## src/core/uch_pkg.sv

```systemverilog
// Constants and types for one UART channel register set
//
// Behaviour
// RL1: each channel owns its own register set
// RL2: addr 0 reads rx holding, writes tx
// RL3: divisor access maps divisors and alternate function
// RL4: addr 1 is interrupt enable, read/write
// RL5: addr 2 reads status, writes FIFO control
// RL6: line and modem control always accessible
// RL7: addr 5/6 read status, writes ignored
// RL8: addr 7 is a scratch byte
// RL9: four enable bits, upper nibble reads zero
// RL10: status code low, FIFO enabled high bits
// RL11: sixteen-bit divisor from two bytes
// RL12: receive interrupt follows fill versus trigger
// RL13: receive code and interrupt clear together
// RL14: data ready set on push, clear empty
// RL15: status bit zero high when nothing pending
// RL16: without enable bit a FIFO control write only clears the enable
// RL17: trigger select gives 1, 4, 8, 14
// RL18: source codes in fixed priority order
// RL19: FIFO control field layout
// RL20: alternate function field layout
package uch_pkg;

  localparam logic [2:0] ADDR_DATA = 3'h0;
  localparam logic [2:0] ADDR_IEN = 3'h1;
  localparam logic [2:0] ADDR_ISTAT = 3'h2;
  localparam logic [2:0] ADDR_LCTL = 3'h3;
  localparam logic [2:0] ADDR_MCTL = 3'h4;
  localparam logic [2:0] ADDR_LSTAT = 3'h5;
  localparam logic [2:0] ADDR_MSTAT = 3'h6;
  localparam logic [2:0] ADDR_SCRATCH = 3'h7;

  localparam int LCTL_DIV_BIT = 7;
  localparam int FCTL_EN_BIT = 0;
  localparam int FCTL_RXRST_BIT = 1;
  localparam int FCTL_TXRST_BIT = 2;
  localparam int FCTL_DMA_BIT = 3;
  localparam int FCTL_TRIG_LSB = 6;

  localparam logic [7:0] REG_RESET = 8'h00;
  localparam logic [7:0] DIV_RESET = 8'h00;
  localparam logic [3:0] IEN_MASK = 4'hF;
  localparam logic [2:0] ALT_MASK = 3'h7;
  localparam logic [7:0] LSTAT_RESET = 8'h60;

  localparam logic [4:0] TRIG_1 = 5'h01;
  localparam logic [4:0] TRIG_4 = 5'h04;
  localparam logic [4:0] TRIG_8 = 5'h08;
  localparam logic [4:0] TRIG_14 = 5'h0E;

  localparam logic [3:0] SRC_LINE = 4'h6;
  localparam logic [3:0] SRC_TIMEOUT = 4'hC;
  localparam logic [3:0] SRC_RXDATA = 4'h4;
  localparam logic [3:0] SRC_TXRDY = 4'h2;
  localparam logic [3:0] SRC_MODEM = 4'h0;
  localparam logic [3:0] SRC_NONE = 4'h1;

  typedef struct packed {
    logic [2:0] addr;
    logic rd;
    logic wr;
    logic [7:0] wdata;
  } uch_req_s;

  typedef struct packed {
    logic brk;
    logic frame;
    logic parity;
    logic [7:0] data;
  } uch_rx_word_s;

  typedef struct packed {
    logic [7:0] line_ctl;
    logic [7:0] modem_ctl;
    logic [15:0] divisor;
    logic [2:0] alt_func;
    logic fifo_en;
    logic dma_mode;
  } uch_cfg_s;

endpackage

```

## src/core/uch_regs.sv

```systemverilog
// Register set, FIFOs and interrupt status of one UART channel
`timescale 1ns/1ps
module uch_regs import uch_pkg::*; #(
  parameter logic CHANNEL_ID = 1'b0,
  parameter int RX_DEPTH = 16,
  parameter int TX_DEPTH = 16
) (
  // Clock and reset
  input wire logic clk,
  input wire logic reset,
  // Host bus, one-cycle rd/wr strobes
  input wire logic cs_n,
  input wire logic channel_pick,
  input wire uch_req_s req,
  output logic [7:0] rdata,
  // From receive shift register
  input wire logic rx_valid,
  output logic rx_ready,
  input wire uch_rx_word_s rx_word,
  input wire logic rx_overrun,
  input wire logic rx_timeout,
  // To transmit shift register
  output logic tx_valid,
  input wire logic tx_ready,
  output logic [7:0] tx_data,
  input wire logic tx_shift_idle,
  // Modem inputs, active-high levels and change pulses
  input wire logic [3:0] modem_level,
  input wire logic [3:0] modem_delta,
  // Configuration and interrupt
  output uch_cfg_s cfg,
  output logic irq
);

  localparam int RW = $clog2(RX_DEPTH);
  localparam int TW = $clog2(TX_DEPTH);
  localparam int RCW = $clog2(RX_DEPTH + 1);
  localparam int TCW = $clog2(TX_DEPTH + 1);

  if (RX_DEPTH < 16 || TX_DEPTH < 2 ||
      (RX_DEPTH & (RX_DEPTH - 1)) != 0 ||
      (TX_DEPTH & (TX_DEPTH - 1)) != 0) begin : g_check
    $error("uch_regs: depths must be powers of two, rx at least 16");
  end

  //////////////////////////////////////////////////////////////////////
  // Decode

  logic sel, rd, wr, dl, fifo_en, dma_mode;
  logic [7:0] line_ctl, modem_ctl, div_lo, div_hi, scratch;
  logic [2:0] alt_func;
  logic [3:0] int_en;
  logic [1:0] trig_sel;

  // Concurrent write lets one host write reach both channels
  assign sel = !cs_n && (channel_pick == CHANNEL_ID); // RL1
  assign rd = sel && req.rd;
  assign wr = (sel || (!cs_n && alt_func[0])) && req.wr; // RL20
  assign dl = line_ctl[LCTL_DIV_BIT];

  logic wr_tx_hold, wr_fifo_ctl, rd_rx_hold, rd_int_stat;
  logic rd_line_stat, rd_modem_stat;

  assign wr_tx_hold = wr && !dl && req.addr == ADDR_DATA; // RL2
  assign wr_fifo_ctl = wr && !dl && req.addr == ADDR_ISTAT; // RL5
  assign rd_rx_hold = rd && !dl && req.addr == ADDR_DATA; // RL2
  assign rd_int_stat = rd && !dl && req.addr == ADDR_ISTAT; // RL5
  assign rd_line_stat = rd && req.addr == ADDR_LSTAT; // RL7
  assign rd_modem_stat = rd && req.addr == ADDR_MSTAT; // RL7

  //////////////////////////////////////////////////////////////////////
  // Plain read/write registers

  always_ff @(posedge clk) begin
    if (reset) begin
      line_ctl <= REG_RESET;
      modem_ctl <= REG_RESET;
      scratch <= REG_RESET;
    end else if (wr) begin
      unique case (req.addr)
        ADDR_LCTL: line_ctl <= req.wdata; // RL6
        ADDR_MCTL: modem_ctl <= req.wdata; // RL6
        ADDR_SCRATCH: scratch <= req.wdata; // RL8
        default: ;
      endcase
    end
  end

  always_ff @(posedge clk) begin
    if (reset) begin
      div_lo <= DIV_RESET;
      div_hi <= DIV_RESET;
      alt_func <= '0;
      int_en <= '0;
    end else if (wr && dl) begin
      unique case (req.addr)
        ADDR_DATA: div_lo <= req.wdata; // RL3
        ADDR_IEN: div_hi <= req.wdata; // RL3 RL11
        ADDR_ISTAT: alt_func <= req.wdata[2:0] & ALT_MASK; // RL20
        default: ;
      endcase
    end else if (wr && req.addr == ADDR_IEN) begin
      int_en <= req.wdata[3:0] & IEN_MASK; // RL4 RL9
    end
  end

  // FIFO control; without the enable bit only the disable takes
  logic rx_flush, tx_flush;

  always_ff @(posedge clk) begin
    if (reset) begin
      fifo_en <= 1'b0;
      dma_mode <= 1'b0;
      trig_sel <= 2'h0;
    end else if (wr_fifo_ctl) begin
      fifo_en <= req.wdata[FCTL_EN_BIT]; // RL16
      if (req.wdata[FCTL_EN_BIT]) begin
        dma_mode <= req.wdata[FCTL_DMA_BIT]; // RL19
        trig_sel <= req.wdata[FCTL_TRIG_LSB +: 2]; // RL17
      end
    end
  end

  // Reset bits self-clear: they act as a pulse only
  assign rx_flush = wr_fifo_ctl && req.wdata[FCTL_EN_BIT] &&
                    req.wdata[FCTL_RXRST_BIT]; // RL16 RL19
  assign tx_flush = wr_fifo_ctl && req.wdata[FCTL_EN_BIT] &&
                    req.wdata[FCTL_TXRST_BIT]; // RL16 RL19

  assign cfg.line_ctl = line_ctl;
  assign cfg.modem_ctl = modem_ctl;
  assign cfg.divisor = {div_hi, div_lo}; // RL11
  assign cfg.alt_func = alt_func;
  assign cfg.fifo_en = fifo_en;
  assign cfg.dma_mode = dma_mode;

  //////////////////////////////////////////////////////////////////////
  // Receive FIFO

  uch_rx_word_s rx_mem [RX_DEPTH];
  logic [RW-1:0] rx_wp, rx_rp;
  logic [RCW-1:0] rx_cnt, rx_err_cnt, rx_limit;
  logic rx_push, rx_pop;
  uch_rx_word_s rx_head;

  // Without FIFO mode the holding register is a single entry
  assign rx_limit = fifo_en ? RCW'(RX_DEPTH) : RCW'(1);
  assign rx_ready = rx_cnt < rx_limit;
  assign rx_push = rx_valid && rx_ready;
  assign rx_pop = rd_rx_hold && rx_cnt != '0;
  assign rx_head = rx_mem[rx_rp];

  always_ff @(posedge clk) begin
    if (rx_push) begin
      rx_mem[rx_wp] <= rx_word;
    end
  end

  always_ff @(posedge clk) begin
    if (reset || rx_flush) begin
      rx_wp <= '0;
      rx_rp <= '0;
      rx_cnt <= '0;
    end else begin
      rx_wp <= rx_wp + RW'(rx_push);
      rx_rp <= rx_rp + RW'(rx_pop);
      rx_cnt <= rx_cnt + RCW'(rx_push) - RCW'(rx_pop);
    end
  end

  // Counts entries with error tags so the global flag needs no scan
  logic push_err;
  logic pop_err;

  assign push_err = rx_push && (rx_word.brk || rx_word.frame ||
                                rx_word.parity);
  assign pop_err = rx_pop && (rx_head.brk || rx_head.frame ||
                              rx_head.parity);

  always_ff @(posedge clk) begin
    if (reset || rx_flush) begin
      rx_err_cnt <= '0;
    end else begin
      rx_err_cnt <= rx_err_cnt + RCW'(push_err) - RCW'(pop_err);
    end
  end

  //////////////////////////////////////////////////////////////////////
  // Transmit FIFO and two-entry output buffer

  logic [7:0] tx_mem [TX_DEPTH];
  logic [TW-1:0] tx_wp, tx_rp;
  logic [TCW-1:0] tx_cnt, tx_limit;
  logic tx_push, tx_move, owp, orp, tx_pop;
  logic [7:0] obuf [2];
  logic [1:0] ocnt;

  // Writes to a full holding path are dropped, as the host must poll
  assign tx_limit = fifo_en ? TCW'(TX_DEPTH) : TCW'(1);
  assign tx_push = wr_tx_hold && tx_cnt < tx_limit; // RL2
  assign tx_move = tx_cnt != '0 && ocnt != 2'h2;
  assign tx_valid = ocnt != 2'h0;
  assign tx_pop = tx_valid && tx_ready;
  assign tx_data = obuf[orp];

  always_ff @(posedge clk) begin
    if (tx_push) begin
      tx_mem[tx_wp] <= req.wdata;
    end
  end

  always_ff @(posedge clk) begin
    if (reset || tx_flush) begin
      tx_wp <= '0;
      tx_rp <= '0;
      tx_cnt <= '0;
    end else begin
      tx_wp <= tx_wp + TW'(tx_push);
      tx_rp <= tx_rp + TW'(tx_move);
      tx_cnt <= tx_cnt + TCW'(tx_push) - TCW'(tx_move);
    end
  end

  // The buffer keeps a stalled word so the receiver never loses one
  always_ff @(posedge clk) begin
    if (tx_move) begin
      obuf[owp] <= tx_mem[tx_rp];
    end
  end

  always_ff @(posedge clk) begin
    if (reset) begin
      owp <= 1'b0;
      orp <= 1'b0;
      ocnt <= 2'h0;
    end else begin
      owp <= owp ^ tx_move;
      orp <= orp ^ tx_pop;
      ocnt <= ocnt + 2'(tx_move) - 2'(tx_pop);
    end
  end

  //////////////////////////////////////////////////////////////////////
  // Sticky status flags, set wins over clear

  logic overrun, tx_was_empty, tx_empty, tx_int_flag;
  logic [3:0] mdelta, src;

  assign tx_empty = tx_cnt == '0;

  always_ff @(posedge clk) begin
    if (reset) begin
      overrun <= 1'b0;
    end else if (rx_overrun) begin
      overrun <= 1'b1;
    end else if (rd_line_stat) begin
      overrun <= 1'b0;
    end
  end

  always_ff @(posedge clk) begin
    if (reset) begin
      mdelta <= '0;
    end else begin
      mdelta <= modem_delta | (mdelta & {4{!rd_modem_stat}});
    end
  end

  always_ff @(posedge clk) begin
    if (reset) begin
      tx_was_empty <= 1'b1;
      tx_int_flag <= 1'b0;
    end else begin
      tx_was_empty <= tx_empty;
      if (tx_empty && !tx_was_empty) begin
        tx_int_flag <= 1'b1;
      end else if (wr_tx_hold || (rd_int_stat && src == SRC_TXRDY)) begin
        tx_int_flag <= 1'b0;
      end
    end
  end

  //////////////////////////////////////////////////////////////////////
  // Interrupt priority

  logic [RCW-1:0] trig_level;
  logic line_err;
  logic rx_data_int;

  always_comb begin
    unique case (trig_sel)
      2'h0: trig_level = RCW'(TRIG_1); // RL17
      2'h1: trig_level = RCW'(TRIG_4); // RL17
      2'h2: trig_level = RCW'(TRIG_8); // RL17
      2'h3: trig_level = RCW'(TRIG_14); // RL17
    endcase
  end

  // Error tags show for the head entry until it is read out
  assign line_err = overrun || (rx_cnt != '0 &&
                    (rx_head.brk || rx_head.frame || rx_head.parity));
  // Level compare: drops as soon as the fill falls below trigger
  assign rx_data_int = fifo_en ? rx_cnt >= trig_level
                               : rx_cnt != '0; // RL12 RL13

  always_comb begin
    if (int_en[2] && line_err) begin
      src = SRC_LINE; // RL18
    end else if (int_en[0] && fifo_en && rx_timeout &&
                 rx_cnt != '0) begin
      src = SRC_TIMEOUT; // RL18
    end else if (int_en[0] && rx_data_int) begin
      src = SRC_RXDATA; // RL12 RL13 RL18
    end else if (int_en[1] && tx_int_flag) begin
      src = SRC_TXRDY; // RL18
    end else if (int_en[3] && mdelta != '0) begin
      src = SRC_MODEM; // RL18
    end else begin
      src = SRC_NONE; // RL15
    end
  end

  assign irq = !src[0]; // RL13 RL15

  //////////////////////////////////////////////////////////////////////
  // Read data

  logic [7:0] lstat, istat, next_rdata;

  assign lstat = {rx_err_cnt != '0,
                  tx_empty && ocnt == 2'h0 && tx_shift_idle,
                  tx_empty,
                  rx_cnt != '0 && rx_head.brk,
                  rx_cnt != '0 && rx_head.frame,
                  rx_cnt != '0 && rx_head.parity,
                  overrun,
                  rx_cnt != '0}; // RL14
  assign istat = {fifo_en, fifo_en, 2'h0, src}; // RL10

  always_comb begin
    next_rdata = REG_RESET;
    unique case (req.addr)
      ADDR_DATA: next_rdata = dl ? div_lo : rx_head.data; // RL2 RL3
      ADDR_IEN: next_rdata = dl ? div_hi : {4'h0, int_en}; // RL4 RL9
      ADDR_ISTAT: next_rdata = dl ? {5'h00, alt_func} : istat; // RL3 RL5
      ADDR_LCTL: next_rdata = line_ctl; // RL6
      ADDR_MCTL: next_rdata = modem_ctl; // RL6
      ADDR_LSTAT: next_rdata = lstat; // RL7
      ADDR_MSTAT: next_rdata = {modem_level, mdelta}; // RL7
      ADDR_SCRATCH: next_rdata = scratch; // RL8
    endcase
  end

  always_ff @(posedge clk) begin
    if (reset) begin
      rdata <= REG_RESET;
    end else if (rd) begin
      rdata <= next_rdata;
    end
  end

endmodule

```

## config.mk

```make
export PLATFORM = sky130hd
export DESIGN_NAME = uch_regs
export DESIGN_NICKNAME = d
export VERILOG_FILES = /design/src/core/uch_pkg.sv /design/src/core/uch_regs.sv
export SDC_FILE = /design/constraint.sdc
export NUM_CORES = 1
export LEC_CHECK = 0
export ABC_AREA = 1
export BUFFER_PORTS_ARGS = -buffer_cell sky130_fd_sc_hd__buf_2
export CORE_AREA = 2 2 203 205
export CTS_CLUSTER_DIAMETER = 80
export DETAILED_ROUTE_END_ITERATION = 8
export DIE_AREA = 0 0 205 207
export PLACE_DENSITY = 0.65
export SYNTH_ARGS = -nofsm -noshare
export SYNTH_HDL_FRONTEND = slang
export SYNTH_SLANG_ARGS = --single-unit
```

## constraint.sdc

```tcl
create_clock -name clk -period 4 [get_ports clk]
set_clock_uncertainty 0.1 [all_clocks]
set_input_delay 0.6 -clock clk [delete_from_list [all_inputs] [get_ports clk]]
set_output_delay 0.6 -clock clk [all_outputs]
set_load 0.01 [all_outputs]
```

==> results of run 1 <==
cell usage after synthesis (2+ instances only):
master	n	area, µm²
mux2i_1	32	320.3
a21oi_1	92	460.4
xnor2_1	4	35.03
buf_1	3	11.26
o21ai_1	92	460.4
inv_1	142	533.0
nand3_1	65	325.3
a31oi_1	4	25.02
o21bai_1	3	22.52
nand2_2	2	12.51
nand4_1	6	37.54
o21ai_0	86	430.4
o221ai_1	14	122.6
fa_1	3	60.06
or2_2	4	25.02
a22o_1	3	26.28
o2111ai_1	2	17.52
inv_2	22	82.58
o22ai_1	11	68.82
nor4_1	2	12.51
nor2_2	2	12.51
o211ai_1	43	322.8
a32o_1	2	20.02
nor3_1	6	30.03
ha_1	40	500.5
xor2_1	11	96.34
clkinv_1	3	11.26
a221oi_1	5	43.79
o211ai_2	3	37.54
clkbuf_1	38	142.6
nand2_1	162	608.1
buf_6	3	33.78
nor2_1	256	960.9
nand3_2	3	30.03
buf_2	24	120.1
edfxtp_1	320	9609
dfxtp_1	101	2022
buf_4	6	45.04
worst max-delay path: stages (launching register included):
cell	delay, ps
dfxtp_1	500
inv_1	200
ha_1	320
a21oi_1	270
nand2_1	200
inv_2	180
o31ai_1	120
ha_1	310
inv_1	50
ha_1	150
inv_1	60
fa_1	410
inv_1	80
a21oi_1	60
nor2_1	90
nor2_1	60
xor2_1	140
inv_1	60
nor2_1	30
area by class of cell:
cell class              count  share of cell area
flip-flops and latches    421              0.5708
multi-input cells         971              0.2565
clock buffers              64             0.06113
repair buffers            140             0.04038
well taps                 532             0.03265
inverters                 167             0.03075
clock inverters            15            0.007856
routing by layer:
metal | vias to the layer above | track usage
li1 | 5935 | -
met2 | 381 | 0.3647
met3 | 100 | 0.03965
met1 | 5962 | 0.2732
met5 | - | 0
met4 | 2 | 0.07666
per-stage QoR:
stage	setup WS [ps]	power (mW)	util
floorplan	1004	6.797	-
global placement	413.0	7.494	0.4702
detailed placement	376.0	7.557	0.4702
CTS	527.8	11.53	0.5050
global route	279.6	12.00	0.5050
finish	449.7	11.46	0.5050
logic make-up after synthesis:
logic type	count (synthesis)
simple gates	512
flops	421
xor+xnor	15
fa+ha+maj	43
buf+inv	242
mux	32
compound gates	369
final timing paths:
check / slack (ps) / cells after the start / endpoint / start
setup reg to reg: 450 / 18 / rx_err_cnt[4]$_SDFF_PP0_ / fifo_en$_SDFFE_PP0P_
setup / recovery: 450 / 18 / rx_err_cnt[4]$_SDFF_PP0_ / fifo_en$_SDFFE_PP0P_
hold reg to reg: 390 / 2 / dma_mode$_SDFFE_PP0P_ / dma_mode$_SDFFE_PP0P_
hold / removal: 150 / 3 / mdelta[3]$_SDFF_PP0_ / modem_delta[3]
report_power, final:
group | internal, mW | switching (mW) | leakage (nW)
clock network | 2.35 | 1.63 | 0.688
registers | 5.03 | 0.212 | 3.71
logic | 0.828 | 1.41 | 3.38
total | 8.21 | 3.25 | 7.78
==> run metrics, run 1 <==
status=finished clean; Seq/Total Area, Yosys=0.6514; asr flop ratio synth=0; yosys warns=0; Starting Density=0.4423; data arrival time of the worst path=3850 ps; CP endpoint kind=flip-flop; Slew @ Worst Pin=908.2 ps; Largest register FFs=about 180; most frequent cells in the layout=320 x edfxtp_1, 256 x nor2_1, 162 x nand2_1, 142 x inv_1, 99 x dfxtp_1; CTS tree=yes; fraction of layout instances using a drive strength above 1=0.1367; most common flop cell mapped by yosys=edfxtp_1; die outline width=between 200 and 250 µm; footprint of the multi-input gates=5229 µm²; most common cell after layout, fill and taps aside=edfxtp_1; WL met3=2762 µm; I/O Pins=97; routed via count=approximately 12k; Post-synth EDFFs=320; count of input and output buffers=96; Reg area=~12000 µm²; syn nets=approximately 1.7k; Synth Instances=1634; CTS max path bufs=3; Via density=between 5 and 6; final hold violations=0; WHS=150.7 ps; Site Rows=74; Clk Tree Root Cell=clkbuf_16; Residual DRC=0; fmax=281.7 MHz; RSZ-0062 raised after global routing=no; TritonCTS Buffers=43; Max-slew headroom=0.3944; first-pass GRT wire length=69670 µm; Cell Count, Final, Fillers Out=2310; CTS sink count=421; WL/cell=19.62 µm; FF+latch count, synth=421; DP Wirelength=between 20000 and 30000 µm; Mapped Area=17850 µm²; WL met2=22280 µm; Core ar.=40370 µm²; RD Place Congestion=0.8913; post-synthesis mux area share=0.01794; Fill cells=3574; worst-path maximum fanout=7; area delta synth->final=14.18%; Post-Synth XOR/XNOR Area=0.007358; largest net degree at the start of global routing=65; Period minus WS final=3550 ps; final setup fails=0; Synth Area in Compound Gates=0.1194; Ant. Diodes=0; Placed Instances=2231; Routed WL=45310 µm; biggest regs=rx_mem (176), tx_mem (128), obuf (16); met1 wire length=18730 µm; Worst VDD drop=0.3880 mV; grt total ovfl=0; Routed Antenna Nets=0; kind of critical path=reg2reg; Req. time, crit path=approximately 4300 ps; Post-Synth Adder-Cell Area=0.03139; largest family of logic cells by synthesized area=compound AO/OA/AOI/OAI gates; Hold WC Path Type=in2reg; H-tree Lvls=2; area post-placement=18980 µm²; Cell Pwr Density=562.1 nW/µm²; clock-pin slew of the registers on the worst-case setup and hold paths=60 ps; post-CTS setup buffer count=0; Max Slew Vio Count=0; static leakage=7.781 nW; Netlist cell types=52; post-cts gate resize count=0; Syn Area/Cell=10.93 µm²; GRT Util Overall=0.2144; die area=around 42000 µm²; Top Layer Used=met5; Die Y=207 µm; vias in the first global route=12.17k; # hold bufs at CTS=0; Largest Register=rx_mem; Finished Cell Area=20390 µm²; startpoint types=flip-flop; # nets final=1828; clk_lat worst skew=around 560 ps; detailed router's first-iteration violation count=999; Final TNS setup=0 ps; initial antenna violation count=1; Tcrit/Tclk final=0.8876; router iterations before antenna repair=5; Max-Cap Viols=0; simple-gate share of the synthesized area=0.1167
No activity file was read; power rests on OpenSTA's default activity.
==> run 2: changes to the inputs <==
==> config.mk (replaced) <==
export PLATFORM = sky130hd
export DESIGN_NAME = uch_regs
export DESIGN_NICKNAME = d
export VERILOG_FILES = /design/src/core/uch_pkg.sv /design/src/core/uch_regs.sv
export SDC_FILE = /design/constraint.sdc
export NUM_CORES = 1
export LEC_CHECK = 0
export BUFFER_PORTS_ARGS = -buffer_cell sky130_fd_sc_hd__buf_2
export CORE_AREA = 2 2 200 202
export CTS_CLUSTER_DIAMETER = 80
export DETAILED_ROUTE_END_ITERATION = 8
export DIE_AREA = 0 0 202 204
export PLACE_DENSITY = 0.66
export SYNTH_ARGS = -nofsm -noshare
export SYNTH_HDL_FRONTEND = slang
export SYNTH_SLANG_ARGS = --single-unit
==> run metrics, run 2 <==
CTS tree=yes; Sw Share=0.2611; Clk pwr share=0.343; GRT Util Overall=0.1951; Slew @ Worst Pin=844.4 ps; Post-synth EDFFs=320; syn nets=1191; Largest register FFs=around 180; Clk Tree Root Cell=clkbuf_16; met2 usage=0.3212; cell taking the most area after synthesis=edfxtp_1; fraction of layout instances using a drive strength above 1=0.2559; met1 Track Usage GR=0.2611; static leakage=7.133 nW; Die Y=204 µm; # hold bufs at CTS=0; most common cell after layout, fill and taps aside=edfxtp_1; biggest regs=rx_mem (176), tx_mem (128), obuf (16); Seq/Total Area, Yosys=0.6661; Netlist cell types=63; clock-pin slew of the registers on the worst-case setup and hold paths=60 ps; DP Wirelength=25640 µm; Tcrit/Tclk final=0.9496; most common flop cell mapped by yosys=edfxtp_1; routed via count=slightly below 10k; Syn Area/Cell=15.77 µm²; Mapped Area=17460 µm²; TritonCTS Buffers=43; Routed WL=about 40000 µm; total power=between 10 and 15 mW; Switch Pwr=2.872 mW; fmax=263.3 MHz; Max-slew headroom=0.4291; Synth Instances=1107; Site Rows=73; grt total ovfl=0; Cell Pwr Density=546.9 nW/µm²; most frequent cells after synthesis=320 x edfxtp_1, 106 x nor2_1, 101 x dfxtp_1; Placed Instances=1724; CP endpoint kind=primary output; post-synth top area share=0.5503; final hold violations=0; RSZ-0062 raised after global routing=no; WL/cell=between 20 and 25 µm; Routed Antenna Nets=0; Largest Register=rx_mem; router iterations before antenna repair=5; status=finished clean; Via density=5.504; # nets final=1328; most frequent cells in the layout=320 x edfxtp_1, 106 x nor2_1, 98 x dfxtp_1, 96 x buf_2, 79 x mux4_2; startpoint types=flip-flop; data arrival time of the worst path=3100 ps; initial antenna violation count=2; asr flop ratio synth=0; H-tree Lvls=2; CTS max path bufs=3; area delta synth->final=15.18%; met3 Use GR=0.04002; GR peak layer=met2; Max-Cap Viols=0; I/O Pins=97; Req. time, crit path=3300 ps; Finished Cell Area=20110 µm²; post-cts gate resize count=0; Logic pwr share=0.184; die outline width=202 µm; Period minus WS final=3799 ps; first-pass GRT wire length=60260 µm; Core ar.=39180 µm²; die area=41210 µm²; final setup fails=0; Max Slew Vio Count=0; utilization after layout=0.5132; largest net degree at the start of global routing=35; Hold WC Path Type=in2reg; area post-placement=18790 µm²; count of input and output buffers=96; most numerous cell in the Yosys netlist=edfxtp_1; FF+latch count, synth=421; vias in the first global route=~10k; top post-synthesis cells by area=edfxtp_1 55%, dfxtp_1 12%, mux4_2 10%; Starting Density=0.4456; RD Place Congestion=about 0.83; CTS sink count=~420; detailed router's first-iteration violation count=743; sequential power share=0.474; Worst VDD drop=0.3495 mV; worst-path maximum fanout=19; post-CTS setup buffer count=0; kind of critical path=reg2out; Residual DRC=0; Internal=8.127 mW; Cell Count, Final, Fillers Out=roughly 1.8k; clk_lat worst skew=between 500 and 600 ps; yosys warns=0; Final TNS setup=0 ps
==> run 2: cell type report <==
class | count | area (µm²)
diodes | 1 | 2.502
clock buffers | 56 | 1145
clock inverters | 19 | 176.4
fillers | 3208 | 19070
inverters | 32 | 120.1
multi-input cells | 595 | 5469
flip-flops and latches | 421 | 11630
well taps | 525 | 656.9
repair buffers | 151 | 905.9
==> run 2: cells by family (layout without fill, tap and decap cells) <==
logic type                 Yosys count  in the layout  synth area share
DFF                                421            421            0.6661
and+or+nand+nor                    272            272           0.07417
muxes                              153            153            0.1568
AOI/OAI and AO/OA                  107            107           0.03841
buffers and inverters               91            258           0.02236
adders and majority gates           43             43           0.03210
xor gates and xnor gates            20             20           0.01003
other                                0              1                 0
==> run 2: layer usage <==
metal | share of wire | routed length (µm)
met4 | 0.027 | 1086
met5 | 0.00040 | 16
met3 | 0.058 | 2319
met2 | 0.49 | 19500
met1 | 0.43 | 16960
==> run 2: power by group through the flow <==
stage / sequential, mW / clock (mW) / combinational (mW)
after floorplan: 5.19 / 0 / 1.50
after global placement: 5.30 / 0 / 2.00
after detailed placement: 5.31 / 0 / 2.04
after CTS: 5.22 / 3.84 / 2.05
after global routing: 5.25 / 4.02 / 2.24
final: 5.21 / 3.77 / 2.02
==> run 2: worst max-delay path, stage by stage, from the launching register on <==
cell      delay, ps
dfxtp_2         450
buf_12          230
mux4_2          510
a22oi_1         160
and3_1          250
nand4b_1        150
a21boi_1        430
nand3b_1        160
buf_2           190
==> run 2: metrics by stage <==
stage	worst slack [ps]	hold WS [ps]
floorplan	740.6	336.7
global placement	471.1	369.2
detailed placement	402.5	376.9
CTS	199.1	117.2
global route	96.13	151.8
finish	201.5	138.7
==> run 2: path summary, 6_finish.rpt <==
path | from | to | slack [ps] | cells past startpoint
min | modem_delta[1] | mdelta[1]$_SDFF_PP0_ | 140 | 3
max | rx_rp[0]$_SDFF_PP0_ | irq | 200 | 8
max reg2reg | rx_rp[0]$_SDFF_PP0_ | rx_err_cnt[4]$_SDFF_PP0_ | 360 | 16
min reg2reg | div_hi[0]$_SDFFE_PP0P_ | div_hi[0]$_SDFFE_PP0P_ | 380 | 2
==> run 3: changes to the inputs <==
==> constraint.sdc (replaced) <==
create_clock -name clk -period 3.5 [get_ports clk]
set_clock_uncertainty 0.1 [all_clocks]
set_input_delay 0.525 -clock clk [delete_from_list [all_inputs] [get_ports clk]]
set_output_delay 0.525 -clock clk [all_outputs]
set_load 0.01 [all_outputs]
==> run metrics, run 3 (synthesis results as in run 2) <==
capturing point of the worst reg2reg path=rx_err_cnt[4]$_SDFF_PP0_; Residual DRC=0; critical path depth=9; Worst Hold Depth=3; Max-Cap Viols=0; die area=between 40000 and 50000 µm²; kind of critical path=reg2out; # nets final=approximately 1.3k; Largest register FFs=about 180; Core ar.=slightly below 40000 µm²; worst reg2reg path startpoint=rx_rp[0]$_SDFF_PP0_; Worst VDD drop=0.5620 mV; most common cell after layout, fill and taps aside=edfxtp_1; Max-slew headroom=0.5625; Cell Pwr Density=around 620 nW/µm²; grt total ovfl=0; hold wc startpoint=modem_delta[0]; I/O Pins=between 90 and 100; Hold Crit Endpoint=mdelta[0]$_SDFF_PP0_; GRT Util Overall=0.1964; Site Rows=73; final setup fails=0; Largest Register=rx_mem; CTS sink count=421; WP buf/inv=3; Req. time, crit path=approximately 2900 ps; initial antenna violation count=2; max incr delay on CP=520 ps; vias in the first global route=9962; Via density=5.502; clk_lat worst skew=580 ps; first-pass GRT wire length=a little over 60000 µm; biggest regs=rx_mem (176), tx_mem (128), obuf (16); fraction of layout instances using a drive strength above 1=0.2726; final worst setup slack=around 99 ps; Max Slew Vio Count=0; router iterations before antenna repair=5; clock-pin slew of the registers on the worst-case setup and hold paths=60 ps; CTS max path bufs=3; Routed WL=40270 µm; Fill cells=3209; TritonCTS Buffers=43; WL/cell=around 22 µm; CTS tree=yes; Top delay family on crit path=multiplexers; status=finished clean; RD Place Congestion=0.8392; Reg2Reg Depth=16; Die Y=204 µm; startpoint types=flip-flop; worst-path maximum fanout=7; count of input and output buffers=96; DP Wirelength=about 26000 µm; CP endpoint kind=primary output; Hold WC Path Type=in2reg; routed via count=10.01k; worst slack, placed=-1.804 ps; Routed Antenna Nets=0; CP max stage cell=mux4_2; Starting Density=0.4456; most frequent cells in the layout=320 x edfxtp_1, 106 x nor2_1, 97 x dfxtp_1, 96 x buf_2, 84 x mux4_2; R2R setup slack=130 ps; Clk Tree Root Cell=clkbuf_16; Tcrit/Tclk final=0.9718; Slew @ Worst Pin=647.8 ps; die outline width=202 µm; final hold violations=0; fmax=294.0 MHz; H-tree Lvls=2; area delta synth->final=16.03%; worst path cell trace=buf_4 > mux4_2 > mux2i_1 > mux2_4 > buf_6 > nand4b_1 > a21boi_2 > nand3b_1 > buf_2; Ant. Diodes=0; detailed router's first-iteration violation count=874; Final TNS setup=0 ps; largest net degree at the start of global routing=36; RSZ-0062 raised after global routing=yes; static leakage=7.213 nW; Period minus WS final=3401 ps; data arrival time of the worst path=2780 ps
## run 3: worst min-delay path, stage by stage
cell and delay (ps):
buf_2 80, a21oi_1 30, nor2_1 70
## run 3: cell type report
| class | instances | area (µm²) | area share |
|---|---|---|---|
| multi-input cells | 595 | 5472 | 0.2701 |
| inverters | 32 | 120.1 | 0.005929 |
| repair buffers | 172 | 1087 | 0.05367 |
| clock buffers | 56 | 1125 | 0.05552 |
| flip-flops and latches | 421 | 11640 | 0.5745 |
| well taps | 525 | 656.9 | 0.03242 |
| clock inverters | 19 | 160.2 | 0.007905 |
## run 3: how the worst max path moves through the flow
stage	start	endpoint	slack [ps]
2_1_floorplan	rx_rp[1]$_SDFF_PP0_	rx_err_cnt[4]$_SDFF_PP0_	240
3_3_place_gp	rx_rp[0]$_SDFF_PP0_	rx_err_cnt[4]$_SDFF_PP0_	-20
3_5_place_dp	rx_rp[0]$_SDFF_PP0_	rx_err_cnt[4]$_SDFF_PP0_	-2
4_1_cts	rx_cnt[2]$_SDFF_PP0_	irq	9
5_1_grt	rx_rp[0]$_SDFF_PP0_	irq	-40
6_report	rx_rp[0]$_SDFF_PP0_	irq	100
## run 3: layer usage
layer	vias up	global-route usage	part of all wire
met4	4	0.06854	0.028
met1	5052	0.2645	0.43
met5	-	0	0.00070
li1	4555	-	-
met2	319	0.3206	0.48
met3	83	0.03858	0.062
## run 3: timing repair
item / CTS / global route
pin swaps: 0 / 5
hold buffers: 0 / 0
setup buffers: 3 / 6
gates resized for setup: 3 / 16
endpoints found under the setup margin: 2 / 2
## run 3: power by group
part | internal (mW) | total [mW] | leakage (nW) | switching (mW)
clock | 2.35 | 4.24 | 0.610 | 1.89
sequential | 5.73 | 5.92 | 3.71 | 0.191
combinational | 1.16 | 2.41 | 2.89 | 1.25
total | 9.24 | 12.6 | 7.21 | 3.33
## run 3: stage by stage
step                      hold WS (ps)  std cells  total power, mW  utilization  instance area (µm²)
after floorplan                  336.7       1107            7.644            -                17460
after global placement           369.5       1736            8.383       0.4818                18880
after detailed placement         381.4       1736            8.421       0.4818                18880
after CTS                        31.75       1814            12.66       0.5154                20190
after global routing             48.06       1820            13.17       0.5170                20260
final                            59.10       1820            12.57       0.5170                20260
